--- src/design/dtap_pkg.sv ---
// Purpose: Shared constants and types of the debug test port block.
// Assumes: 32-bit register port, 5-bit instruction register.
// Notes:   Register offsets are byte addresses of aligned words.
package dtap_pkg;

	localparam int          DTAP_ADDR_W       = 8;
	localparam int          DTAP_DATA_W       = 32;
	localparam logic [7:0]  DTAP_OFS_CTRL     = 8'h00;
	localparam logic [7:0]  DTAP_OFS_STATUS   = 8'h04;
	localparam logic [7:0]  DTAP_OFS_IDCODE   = 8'h08;

	// Control word field positions.
	localparam int          DTAP_CTL_PERRST   = 0;
	localparam int          DTAP_CTL_PRRST    = 1;
	localparam int          DTAP_CTL_SRSTEN   = 2;
	localparam int          DTAP_CTL_W        = 3;
	localparam logic [2:0]  DTAP_CTL_RESET    = 3'h0;

	// Status word field positions.
	localparam int          DTAP_ST_DEBUG     = 0;
	localparam int          DTAP_ST_PEND      = 1;
	localparam int          DTAP_ST_SUP       = 2;
	localparam int          DTAP_ST_TAPRST    = 3;

	// Strap bus layout: support flag, revision, part, maker.
	localparam int          DTAP_STRAP_W      = 32;
	localparam int          DTAP_SB_SUP       = 31;
	localparam int          DTAP_SB_REV_LO    = 27;
	localparam int          DTAP_SB_PART_LO   = 11;
	localparam int          DTAP_SB_MAKER_LO  = 0;
	localparam int          DTAP_SYNC_W       = 37;

	// Identification word layout.
	localparam int          DTAP_ID_REV_LO    = 28;
	localparam int          DTAP_ID_PART_LO   = 12;
	localparam int          DTAP_ID_MAKER_LO  = 1;
	localparam logic        DTAP_ID_MARK      = 1'h1;

	// Instruction register.
	localparam int          DTAP_IR_W         = 5;
	localparam logic [4:0]  DTAP_IR_IDCODE    = 5'h01;
	localparam logic [4:0]  DTAP_IR_CONTROL   = 5'h0A;
	localparam logic [4:0]  DTAP_IR_BYPASS    = 5'h1F;
	localparam logic [4:0]  DTAP_IR_CAPTURE   = 5'h01;
	localparam int          DTAP_CDR_W        = 4;

	typedef enum logic [15:0] {
		DTAP_TLR  = 16'h0001,
		DTAP_RTI  = 16'h0002,
		DTAP_SDRS = 16'h0004,
		DTAP_CDR  = 16'h0008,
		DTAP_SHDR = 16'h0010,
		DTAP_E1DR = 16'h0020,
		DTAP_PDR  = 16'h0040,
		DTAP_E2DR = 16'h0080,
		DTAP_UDR  = 16'h0100,
		DTAP_SIRS = 16'h0200,
		DTAP_CIR  = 16'h0400,
		DTAP_SHIR = 16'h0800,
		DTAP_E1IR = 16'h1000,
		DTAP_PIR  = 16'h2000,
		DTAP_E2IR = 16'h4000,
		DTAP_UIR  = 16'h8000
	} dtap_state_type;

endpackage

--- src/design/dtap_pins_if.sv ---
// Purpose: Carries the synchronised probe pins and straps to the port logic.
// Assumes: All signals are already in the clock domain of the core.
// Notes:   One producer, the synchroniser, and one consumer, the top.
`timescale 1ns/100ps
`default_nettype none
interface dtap_pins_if;
	logic        tck;
	logic        tms;
	logic        tdi;
	logic        trst_n;
	logic        dint;
	logic [31:0] straps;
	modport src (output tck, tms, tdi, trst_n, dint, straps);
	modport dst (input tck, tms, tdi, trst_n, dint, straps);
endinterface
`default_nettype wire

--- src/design/dtap_sync.sv ---
// Purpose: Two-stage synchroniser for every pin that enters the block.
// Assumes: Pins are asynchronous to clock; straps are quasi static.
// Notes:   Only the second stage is visible outside this module.
`timescale 1ns/100ps
`default_nettype none
module dtap_sync
	import dtap_pkg::*;
(
	input  wire logic        clock,
	input  wire logic        srst,
	input  wire logic [36:0] raw_in,
	dtap_pins_if.src         pins
);
	logic [DTAP_SYNC_W-1:0] stage1_reg;
	logic [DTAP_SYNC_W-1:0] stage2_reg;

	always_ff @(posedge clock) begin
		if (srst) begin
			stage1_reg <= '0;
			stage2_reg <= '0;
		end else begin
			stage1_reg <= raw_in;
			stage2_reg <= stage1_reg;
		end
	end

	assign pins.tck    = stage2_reg[36];
	assign pins.tms    = stage2_reg[35];
	assign pins.tdi    = stage2_reg[34];
	assign pins.trst_n = stage2_reg[33];
	assign pins.dint   = stage2_reg[32];
	assign pins.straps = stage2_reg[31:0];
endmodule // dtap_sync
`default_nettype wire

--- src/design/dtap_top.sv ---
// Purpose: Debug port of the core: debug mode flag, probe interrupt,
//          test access port with identification and control registers.
// Assumes: Probe pins and straps are asynchronous; clock is 200 MHz and
//          samples the test clock, which must stay well below clock/4.
// Notes:   Notes on behaviour follow.
// Notes on behaviour
// - Debug-mode output is high exactly while the core is in debug mode.
// - A debug request is taken only on a low-to-high change of the input.
// - Identification fields come straight from maker, part, revision straps.
// - The three reset request outputs never reset or affect the core.
// - The port runs on the test clock with serial in, out, mode select.
// - A tristate indication marks when the serial out pad must float.
//
// The register addresses and the strobed register port are this design's own decisions.
`timescale 1ns/100ps
`default_nettype none
module dtap_top
	import dtap_pkg::*;
(
	input  wire logic        clock,
	input  wire logic        srst,
	input  wire logic [7:0]  reg_addr,
	input  wire logic [31:0] reg_wdata,
	input  wire logic        reg_wr,
	input  wire logic        reg_rd,
	output logic      [31:0] reg_rdata,
	input  wire logic        debug_entry,
	input  wire logic        debug_exit,
	output logic             debug_exc_req,
	output logic             in_debug_mode_out,
	input  wire logic        probe_debug_irq_in,
	input  wire logic        probe_irq_supported_strap,
	input  wire logic [10:0] maker_code_strap,
	input  wire logic [15:0] part_code_strap,
	input  wire logic [3:0]  revision_code_strap,
	output logic             peripheral_reset_req,
	output logic             processor_reset_req,
	output logic             soft_reset_enable_out,
	input  wire logic        test_clock_in,
	input  wire logic        test_serial_in,
	output logic             test_serial_out,
	output logic             test_out_highz_ind,
	input  wire logic        test_mode_select_in,
	input  wire logic        test_port_reset_n
);

	////////////////////////////////////////////////////////////////////////
	// Synchronisers.

	dtap_pins_if pins ();

	// All pins share one pair of stages, so mode select and data keep
	// their timing relative to the test clock.
	logic [DTAP_SYNC_W-1:0] raw_pins;
	assign raw_pins = {test_clock_in, test_mode_select_in, test_serial_in,
		test_port_reset_n, probe_debug_irq_in, probe_irq_supported_strap,
		revision_code_strap, part_code_strap, maker_code_strap};

	dtap_sync u_sync (
		.clock  (clock),
		.srst   (srst),
		.raw_in (raw_pins),
		.pins   (pins.src)
	);

	logic        dint_sup;
	logic [10:0] maker_code;
	logic [15:0] part_code;
	logic [3:0]  rev_code;
	assign dint_sup   = pins.straps[DTAP_SB_SUP];
	assign maker_code = pins.straps[DTAP_SB_MAKER_LO +: 11];
	assign part_code  = pins.straps[DTAP_SB_PART_LO +: 16];
	assign rev_code   = pins.straps[DTAP_SB_REV_LO +: 4];

	////////////////////////////////////////////////////////////////////////
	// Debug mode and probe interrupt.

	logic debug_mode_reg;
	logic dint_prev_reg;
	logic pending_reg;
	logic dint_rise;

	always_ff @(posedge clock) begin
		if (srst) begin
			debug_mode_reg <= 1'b0;
		end else if (debug_entry) begin
			debug_mode_reg <= 1'b1;
		end else if (debug_exit) begin
			debug_mode_reg <= 1'b0;
		end
	end

	always_ff @(posedge clock) begin
		if (srst) begin
			dint_prev_reg <= 1'b0;
		end else begin
			dint_prev_reg <= pins.dint;
		end
	end

	assign dint_rise = pins.dint && !dint_prev_reg;

	// Entry beats a same-cycle rising change, since that change would land
	// inside debug mode and must be dropped anyway.
	always_ff @(posedge clock) begin
		if (srst) begin
			pending_reg <= 1'b0;
		end else if (debug_entry) begin
			pending_reg <= 1'b0;
		end else if (dint_rise && !debug_mode_reg && dint_sup) begin
			pending_reg <= 1'b1;
		end
	end

	assign debug_exc_req     = pending_reg;
	assign in_debug_mode_out = debug_mode_reg;

	////////////////////////////////////////////////////////////////////////
	// Test clock edges and port state machine.

	// The test clock is oversampled: each phase must last two core
	// clocks or more, or edges are lost.
	logic           tck_prev_reg;
	logic           tck_rise;
	logic           tck_fall;
	logic           tap_rst;
	dtap_state_type state_reg;
	dtap_state_type state_next;

	always_ff @(posedge clock) begin
		if (srst) begin
			tck_prev_reg <= 1'b0;
		end else begin
			tck_prev_reg <= pins.tck;
		end
	end

	assign tck_rise = pins.tck && !tck_prev_reg;
	assign tck_fall = !pins.tck && tck_prev_reg;
	assign tap_rst  = srst || !pins.trst_n;

	// The port reset comes from the synchronised pin, so its release never
	// lands in the middle of a detected test clock edge.
	always_comb begin
		state_next = state_reg;
		case (state_reg)
			DTAP_TLR:  state_next = pins.tms ? DTAP_TLR  : DTAP_RTI;
			DTAP_RTI:  state_next = pins.tms ? DTAP_SDRS : DTAP_RTI;
			DTAP_SDRS: state_next = pins.tms ? DTAP_SIRS : DTAP_CDR;
			DTAP_CDR:  state_next = pins.tms ? DTAP_E1DR : DTAP_SHDR;
			DTAP_SHDR: state_next = pins.tms ? DTAP_E1DR : DTAP_SHDR;
			DTAP_E1DR: state_next = pins.tms ? DTAP_UDR  : DTAP_PDR;
			DTAP_PDR:  state_next = pins.tms ? DTAP_E2DR : DTAP_PDR;
			DTAP_E2DR: state_next = pins.tms ? DTAP_UDR  : DTAP_SHDR;
			DTAP_UDR:  state_next = pins.tms ? DTAP_SDRS : DTAP_RTI;
			DTAP_SIRS: state_next = pins.tms ? DTAP_TLR  : DTAP_CIR;
			DTAP_CIR:  state_next = pins.tms ? DTAP_E1IR : DTAP_SHIR;
			DTAP_SHIR: state_next = pins.tms ? DTAP_E1IR : DTAP_SHIR;
			DTAP_E1IR: state_next = pins.tms ? DTAP_UIR  : DTAP_PIR;
			DTAP_PIR:  state_next = pins.tms ? DTAP_E2IR : DTAP_PIR;
			DTAP_E2IR: state_next = pins.tms ? DTAP_UIR  : DTAP_SHIR;
			DTAP_UIR:  state_next = pins.tms ? DTAP_SDRS : DTAP_RTI;
			default:   state_next = DTAP_TLR;
		endcase
	end

	always_ff @(posedge clock) begin
		if (tap_rst) begin
			state_reg <= DTAP_TLR;
		end else if (tck_rise) begin
			state_reg <= state_next;
		end
	end

	////////////////////////////////////////////////////////////////////////
	// Instruction and data registers.

	logic [4:0]  ir_shift_reg;
	logic [4:0]  ir_reg;
	logic [31:0] dr_shift_reg;
	logic [2:0]  tap_ctl_reg;
	logic [31:0] id_word;

	assign id_word = {rev_code, part_code, maker_code, DTAP_ID_MARK};

	always_ff @(posedge clock) begin
		if (tap_rst) begin
			ir_shift_reg <= DTAP_IR_CAPTURE;
			ir_reg       <= DTAP_IR_IDCODE;
		end else if (tck_rise) begin
			case (state_reg)
				DTAP_TLR:  ir_reg       <= DTAP_IR_IDCODE;
				DTAP_CIR:  ir_shift_reg <= DTAP_IR_CAPTURE;
				DTAP_SHIR: ir_shift_reg <= {pins.tdi, ir_shift_reg[4:1]};
				DTAP_UIR:  ir_reg       <= ir_shift_reg;
				default:   ir_reg       <= ir_reg;
			endcase
		end
	end

	// Unknown instructions behave as bypass so a chain stays one bit long.
	always_ff @(posedge clock) begin
		if (tap_rst) begin
			dr_shift_reg <= '0;
		end else if (tck_rise && state_reg == DTAP_CDR) begin
			case (ir_reg)
				DTAP_IR_IDCODE:  dr_shift_reg <= id_word;
				DTAP_IR_CONTROL: dr_shift_reg <= {28'h0000000,
					debug_mode_reg, tap_ctl_reg};
				default:         dr_shift_reg <= '0;
			endcase
		end else if (tck_rise && state_reg == DTAP_SHDR) begin
			case (ir_reg)
				DTAP_IR_IDCODE:  dr_shift_reg <= {pins.tdi,
					dr_shift_reg[31:1]};
				DTAP_IR_CONTROL: dr_shift_reg[3:0] <= {pins.tdi,
					dr_shift_reg[3:1]};
				default:         dr_shift_reg[0] <= pins.tdi;
			endcase
		end
	end

	always_ff @(posedge clock) begin
		if (tap_rst) begin
			tap_ctl_reg <= DTAP_CTL_RESET;
		end else if (tck_rise && state_reg == DTAP_UDR
				&& ir_reg == DTAP_IR_CONTROL) begin
			tap_ctl_reg <= dr_shift_reg[DTAP_CTL_W-1:0];
		end
	end

	////////////////////////////////////////////////////////////////////////
	// Serial output, changed on the falling test clock edge.

	logic tdo_reg;
	logic highz_reg;
	logic shifting;

	// Updating on the fall gives the probe half a test clock of setup
	// before it samples on the next rise.
	assign shifting = (state_reg == DTAP_SHDR) || (state_reg == DTAP_SHIR);

	always_ff @(posedge clock) begin
		if (tap_rst) begin
			tdo_reg   <= 1'b0;
			highz_reg <= 1'b1;
		end else if (tck_fall) begin
			tdo_reg   <= (state_reg == DTAP_SHIR) ? ir_shift_reg[0]
				: dr_shift_reg[0];
			highz_reg <= !shifting;
		end
	end

	assign test_serial_out    = tdo_reg;
	assign test_out_highz_ind = highz_reg;

	////////////////////////////////////////////////////////////////////////
	// Register port.

	// Software and the probe each hold a copy of the request bits; the
	// outputs are their OR, so neither side can clear what the other set.
	logic [2:0]  sw_ctl_reg;
	logic [31:0] rdata_reg;

	always_ff @(posedge clock) begin
		if (srst) begin
			sw_ctl_reg <= DTAP_CTL_RESET;
		end else if (reg_wr && reg_addr == DTAP_OFS_CTRL) begin
			sw_ctl_reg <= reg_wdata[DTAP_CTL_W-1:0];
		end
	end

	always_ff @(posedge clock) begin
		if (srst) begin
			rdata_reg <= '0;
		end else if (reg_rd) begin
			case (reg_addr)
				DTAP_OFS_CTRL:   rdata_reg <= {29'h00000000, sw_ctl_reg};
				DTAP_OFS_STATUS: rdata_reg <= {28'h0000000,
					(state_reg == DTAP_TLR), dint_sup, pending_reg,
					debug_mode_reg};
				DTAP_OFS_IDCODE: rdata_reg <= id_word;
				default:         rdata_reg <= '0;
			endcase
		end else begin
			rdata_reg <= '0;
		end
	end

	assign reg_rdata = rdata_reg;

	// These requests go out only; nothing inside the block or the core
	// listens to them.
	assign peripheral_reset_req  = sw_ctl_reg[DTAP_CTL_PERRST]
		| tap_ctl_reg[DTAP_CTL_PERRST];
	assign processor_reset_req   = sw_ctl_reg[DTAP_CTL_PRRST]
		| tap_ctl_reg[DTAP_CTL_PRRST];
	assign soft_reset_enable_out = sw_ctl_reg[DTAP_CTL_SRSTEN]
		| tap_ctl_reg[DTAP_CTL_SRSTEN];

endmodule // dtap_top
`default_nettype wire

--- config.mk ---
export PLATFORM = sky130hd
export DESIGN_NAME = dtap_top
export DESIGN_NICKNAME = d
export VERILOG_FILES = /design/src/design/dtap_pkg.sv /design/src/design/dtap_pins_if.sv /design/src/design/dtap_sync.sv /design/src/design/dtap_top.sv
export SDC_FILE = /design/constraint.sdc
export NUM_CORES = 1
export LEC_CHECK = 0
export ABC_AREA = 1
export CAP_MARGIN = 20
export CORE_MARGIN = 5
export CORE_UTILIZATION = 40
export DETAILED_ROUTE_END_ITERATION = 12
export DONT_BUFFER_PORTS = 1
export GPL_TIMING_DRIVEN = 0
export PLACE_DENSITY = 0.65
export SLEW_MARGIN = 40
export SYNTH_ARGS = -nofsm -noshare
export SYNTH_HDL_FRONTEND = slang
export SYNTH_SLANG_ARGS = --single-unit
--- constraint.sdc ---
create_clock -name clock -period 1.65 [get_ports clock]
set_input_delay 0.33 -clock clock [delete_from_list [all_inputs] [get_ports clock]]
set_output_delay 0.33 -clock clock [all_outputs]
set_load 0.005 [all_outputs]
Yosys cells after proc, flatten, opt, wreduce, memory -nomap -nowiden
Cells that the tools add are included.
{ "classes": {"eq_ne": 20, "n_mux": 25, "bitwise": 4, "n_reduce_logical": 35} }
{ "ops": {"columns": ["operator", "n"], "rows": [
  ["one-hot mux 16 bit (12 select lines)", 1],
  ["one-hot mux 32 bit (3 select lines)", 1],
  ["2-to-1 mux 32 bit", 2],
  ["one-hot mux 32 bit (2 select lines)", 1],
  ["2-to-1 mux 16 bit", 2],
  ["2-to-1 mux 28 bit", 1],
  ["one-hot mux 5 bit (2 select lines)", 2],
  ["2-to-1 mux 9 bit", 2],
  ["equality test 16 x 1 -> 1 bit (second input constant)", 1],
  ["equality test 16 x 10 -> 1 bit (second input constant)", 1],
  ["equality test 16 x 11 -> 1 bit (second input constant)", 1],
  ["equality test 16 x 12 -> 1 bit (second input constant)", 1],
  ["equality test 16 x 13 -> 1 bit (second input constant)", 1],
  ["equality test 16 x 14 -> 1 bit (second input constant)", 1],
  ["equality test 16 x 15 -> 1 bit (second input constant)", 1],
  ["equality test 16 bit (second input constant)", 1],
  ["equality test 16 x 2 -> 1 bit (second input constant)", 1],
  ["equality test 16 x 3 -> 1 bit (second input constant)", 1],
  ["equality test 16 x 4 -> 1 bit (second input constant)", 1],
  ["equality test 16 x 5 -> 1 bit (second input constant)", 1],
  ["equality test 16 x 6 -> 1 bit (second input constant)", 1],
  ["equality test 16 x 7 -> 1 bit (second input constant)", 1],
  ["equality test 16 x 8 -> 1 bit (second input constant)", 1],
  ["equality test 16 x 9 -> 1 bit (second input constant)", 1],
  ["25 further kinds", 56]
]} }
{ "totals": {"reg_bits": 176, "input_bits": 83, "output_inout_bits": 39, "word_cells": 101} }

Longest topological paths before layout
{ "logic_depth": {"depth_word": 5, "ltp_mapped": 13} }

Hierarchy
Synthesis repeated with hierarchy kept, for this count alone.
{ "hier_totals": {"hier_cells": 922, "hier_area_um2": 6985.4} }
{ "by_module_without_submodules": {"columns": ["mod", "instances", "cells_per_inst", "area_per_inst_um2"], "rows": [
  ["dtap_top", 1, 692, 4864.7],
  ["dtap_sync", 1, 230, 2120.8]
]} }

Worst setup path before layout
OpenSTA, ideal clock, no wires.
{ "synth_path": {"path_kind": "register -> register", "from": "register state_reg[14]", "to": "register dr_shift_reg[18]", "arrival_time_ps": 1485, "required_time_ps": 1537, "slack_ps": 52, "path_stages_with_launch": 12, "synth_period_minus_slack_ps": 1598, "cell_sequence": "dfxtp_1 nor2_2 nand2_4 nor2_8 nand2_4 nand2_2 nand2_2 inv_4 o21ai_4 buf_2 nor2_1 nor2_1"} }
{ "synth_between": {"elab_chain_cells": 4, "word_cells_on_any_way": 8, "cone_classes": "2 x eq/ne; 1 x mux; 5 x reduce/logical"} }
{ "synth_rtl": {"columns": ["item", "line_no", "text"], "rows": [
  ["start: declaration", "dtap_top.sv:127", "dtap_state_type state_reg;"],
  ["start signal: assignment", "dtap_top.sv:171", "state_reg <= state_next;"],
  ["equality test 16 x 4 -> 1 bit / equality test 16 x 5 -> 1 bit (equally long branches)", "dtap_top.sv:205, dtap_top.sv:212", null],
  ["logical AND 1 bit (on tied branches)", "dtap_top.sv:205, dtap_top.sv:212", null],
  ["nonzero test 2 bit (no line)", null, null],
  ["AND reduction 2 bit (no line)", null, null],
  ["end signal: assignment", "dtap_top.sv:207", "DTAP_IR_IDCODE: dr_shift_reg <= id_word;"],
  ["end signal: assignment", "dtap_top.sv:208", "DTAP_IR_CONTROL: dr_shift_reg <= {28'h0000000,"],
  ["end signal: assignment", "dtap_top.sv:214", "DTAP_IR_IDCODE: dr_shift_reg <= {pins.tdi,"],
  ["end: declaration", "dtap_top.sv:180", "logic [31:0] dr_shift_reg;"]
]} }
Parallel ways exist; a longest one is shown, timed or not.
A chain may end at the register's enable or synchronous reset.

Worst setup path after layout
{ "layout_path": {"from": "register state_reg[2]", "to": "register dr_shift_reg[28]"} }
Same word-level chain as after synthesis.

==> flow_metrics.env <==
export IMPL_status="finished with violations"
export IMPL_violations="negative setup slack"
export IMPL_dr_max_layer_used="met4"
export IMPL_critPathMaxFanout=7
export IMPL_clock_sinks=176
export IMPL_synthDominantCellAreaShare_pct=51.83
export IMPL_grt_pass1_wl_um=26390
export IMPL_synth_yosys_warnings=0
export IMPL_first_pass_iters=6
export IMPL_crit_chain="nor2_2 > nand2_2 > nor2_2 > nand2_4 > nand2_4 > nand2_4 > inv_4 > o21ai_4 > buf_6 > nor2_2 > nor2_1"
export IMPL_syn_nets=1031
export IMPL_cp_arrival_ns=1.98
export IMPL_p_per_area_nw_per_um2=1002
export IMPL_synthSimpleGateAreaFrac_pct=29.95
export IMPL_synthDistinctLibCells=33
export IMPL_cp_top_family="simple AND/OR/NAND/NOR gates"
export IMPL_synth_compound_area_share_pct=6.994
export IMPL_clk_pin_slew_ns=0.07
export IMPL_wl_met2_um=7936
export IMPL_reg2reg_from="state_reg[2]"
export IMPL_drc=0
export IMPL_place_ws_ns=-0.2527
export IMPL_synth_seq_cells=176
export IMPL_min_path_type="in2reg"
export IMPL_critPathLaunch="state_reg[2]"
export IMPL_port_buffers=0
export IMPL_layout_setup_ws_ns=-0.00005440
export IMPL_num_rows=47
export IMPL_fin_skew_ns=0.008628
export IMPL_ant_nets=0
export IMPL_slew_headroom_pct=60.23
export IMPL_fin_nets=1112
export IMPL_synth_top_family_by_area="simple AND/OR/NAND/NOR gates"
export IMPL_finalWeightedCongestion=0.8512
export IMPL_synth_commonest_cells="nand2_1 (210), nor2_1 (202), dfxtp_1 (176)"
export IMPL_place_detailed_hpwl_um=11380
export IMPL_cpPeakStageDelay_ns=0.34
export IMPL_cts_max_level=4
export IMPL_grt_overflow_total=0
export IMPL_p_leak_uw=0.003800
export IMPL_yosys_most_used_dff="dfxtp_1"
export IMPL_syn_avg_cell_area_sq_um=7.171
export IMPL_wirelength_um=16240
export IMPL_synth_area_leaders="dfxtp_1 (52%), nand2_1 (12%), nor2_1 (11%)"
export IMPL_via_per_inst=4.559
export IMPL_worstMarginPinSlew_ns=0.5965
export IMPL_setup_viol=1
export IMPL_fin_area_sq_um=8514
export IMPL_cts_root_buffer="clkbuf_16"
export IMPL_track_usage_pct=16.45
export IMPL_grt_pass1_vias=5332
export IMPL_rrSetupSlack_ns=-0.00005
export IMPL_drt_iter0_drc=369
export IMPL_drive_above_1_share_pct=15.83
export IMPL_fp_coreArea_sq_um=16640
export IMPL_synth_xor_area_share_pct=0
export IMPL_cts_tree="yes"
export IMPL_synth_fa_ha_area_share_pct=0
export IMPL_synth_cells=948
export IMPL_route_vias_total=5754
export IMPL_fmax_mhz=606.0
export IMPL_dieHeight_um=140.4
export IMPL_synth_most_common_cell="nand2_1"
export IMPL_synth_area_sq_um=6798
export IMPL_numCtsBuffers=17
export IMPL_clock_latency_ns=0.43
export IMPL_initial_utilization_pct=40.85
export IMPL_finalMaxSlewViolations=0
export IMPL_tns_ns=-0.00005440
export IMPL_ir_worst_vdd_mv=0.8189
export IMPL_wl_met3_um=810
export IMPL_min_period_ns=1.650
export IMPL_crit_type="reg2reg"
export IMPL_crit_required_ns=1.98
export IMPL_dieWidth_um=140.4
export IMPL_synth_edf_count=0
export IMPL_die_area_sq_um=19700
export IMPL_hp_start="maker_code_strap[4]"
export IMPL_antenna_found_initial=0
export IMPL_synthToLayoutAreaGrowth_pct=25.25
export IMPL_wl_met1_um=7283
export IMPL_critPathCaptureType="flop"
export IMPL_synthArstFlopShare_pct=0
export IMPL_crit_buf_inv=2
export IMPL_antenna_cells=0
export IMPL_finalCritPeriodShare_pct=100.0
export IMPL_yosys_mux_area_fraction_pct=0
export IMPL_ys_seq_area_share_pct=51.83
export IMPL_startpoint_type="flop"
export IMPL_avgRoutedWirePerCell_um=12.87
export IMPL_ios=122
export IMPL_drv_cap=0
export IMPL_dpl_cell_area_sq_um=7073
export IMPL_grt_max_degree=19
export IMPL_hold_viol_final=0
export IMPL_yosysTopAreaCell="dfxtp_1"
export IMPL_rsz0062_at_grt="yes"
export IMPL_post_route_util_pct=51.16
export IMPL_clock_path_buffers=2
export IMPL_cp_slowest_cell="dfxtp_2"
export IMPL_whs_ns=0.008644
-- layer usage --
layer,vias to the layer above,global-route usage [%]
met1,2578,21.16
li1,3021,-
met2,139,27.52
met5,-,0
met3,16,3.681
met4,0,5.150
-- placed cells by master, fill, tap and decap left out, types with 14 or more instances in the layout --
cell type / instances
nand2_1: 193
nor2_1: 185
dfxtp_1: 162
inv_1: 148
nand3_1: 35
a21oi_1: 35
buf_4: 29
dlygate4sd3_1: 29
o21ai_0: 25
clkbuf_16: 17
clkbuf_1: 16
nand2_2: 15
o21ai_1: 15
nor3_1: 15
nor2_2: 14
-- cell families after synthesis --
group	count (synthesis)
compound gates	89
buf+inv	190
flops	176
simple gates	493
-- worst paths after layout --
check,to,depth (start not counted)
setup / recovery,dr_shift_reg[28],11
hold / removal,u_sync.stage1_reg[4],2
setup reg to reg,dr_shift_reg[28],11
hold reg to reg,u_sync.stage2_reg[2],2
-- through the flow --
step           instances  total power (uW)
2_1_floorplan        948              4604
3_3_place_gp        1168              4666
3_5_place_dp        1168              4670
4_1_cts             1247              8602
5_1_grt             1262              8835
6_report            1262              8529
-- repair_timing --
item | 4_1_cts | 5_1_grt
hold buffers | 29 | 0
setup endpoints to repair | 57 | 59
gates resized for setup | 42 | 75
pin swaps | 15 | 28
buffers inserted | 17 | 12
cloned | 2 | 3
hold endpoints to repair | 29 | 0
-- power breakdown --
| part | internal, uW | switching, uW | total [uW] |
|---|---|---|---|
| clock | 2050 | 1840 | 3900 |
| combinational | 105 | 156 | 260 |
| sequential | 4330 | 38.9 | 4370 |
| total | 6490 | 2040 | 8530 |
-- final cells by class --
class | count | area [sq um]
tap | 220 | 275.3
fill | 1559 | 8128
sequential | 176 | 3543
buffer | 33 | 198.9
inverter | 156 | 605.6
multi-input combinational | 583 | 2744
clock inverter | 14 | 142.6
timing repair buffer | 62 | 565.5
clock buffer | 18 | 439.2
(Power assumes the default switching activity.)
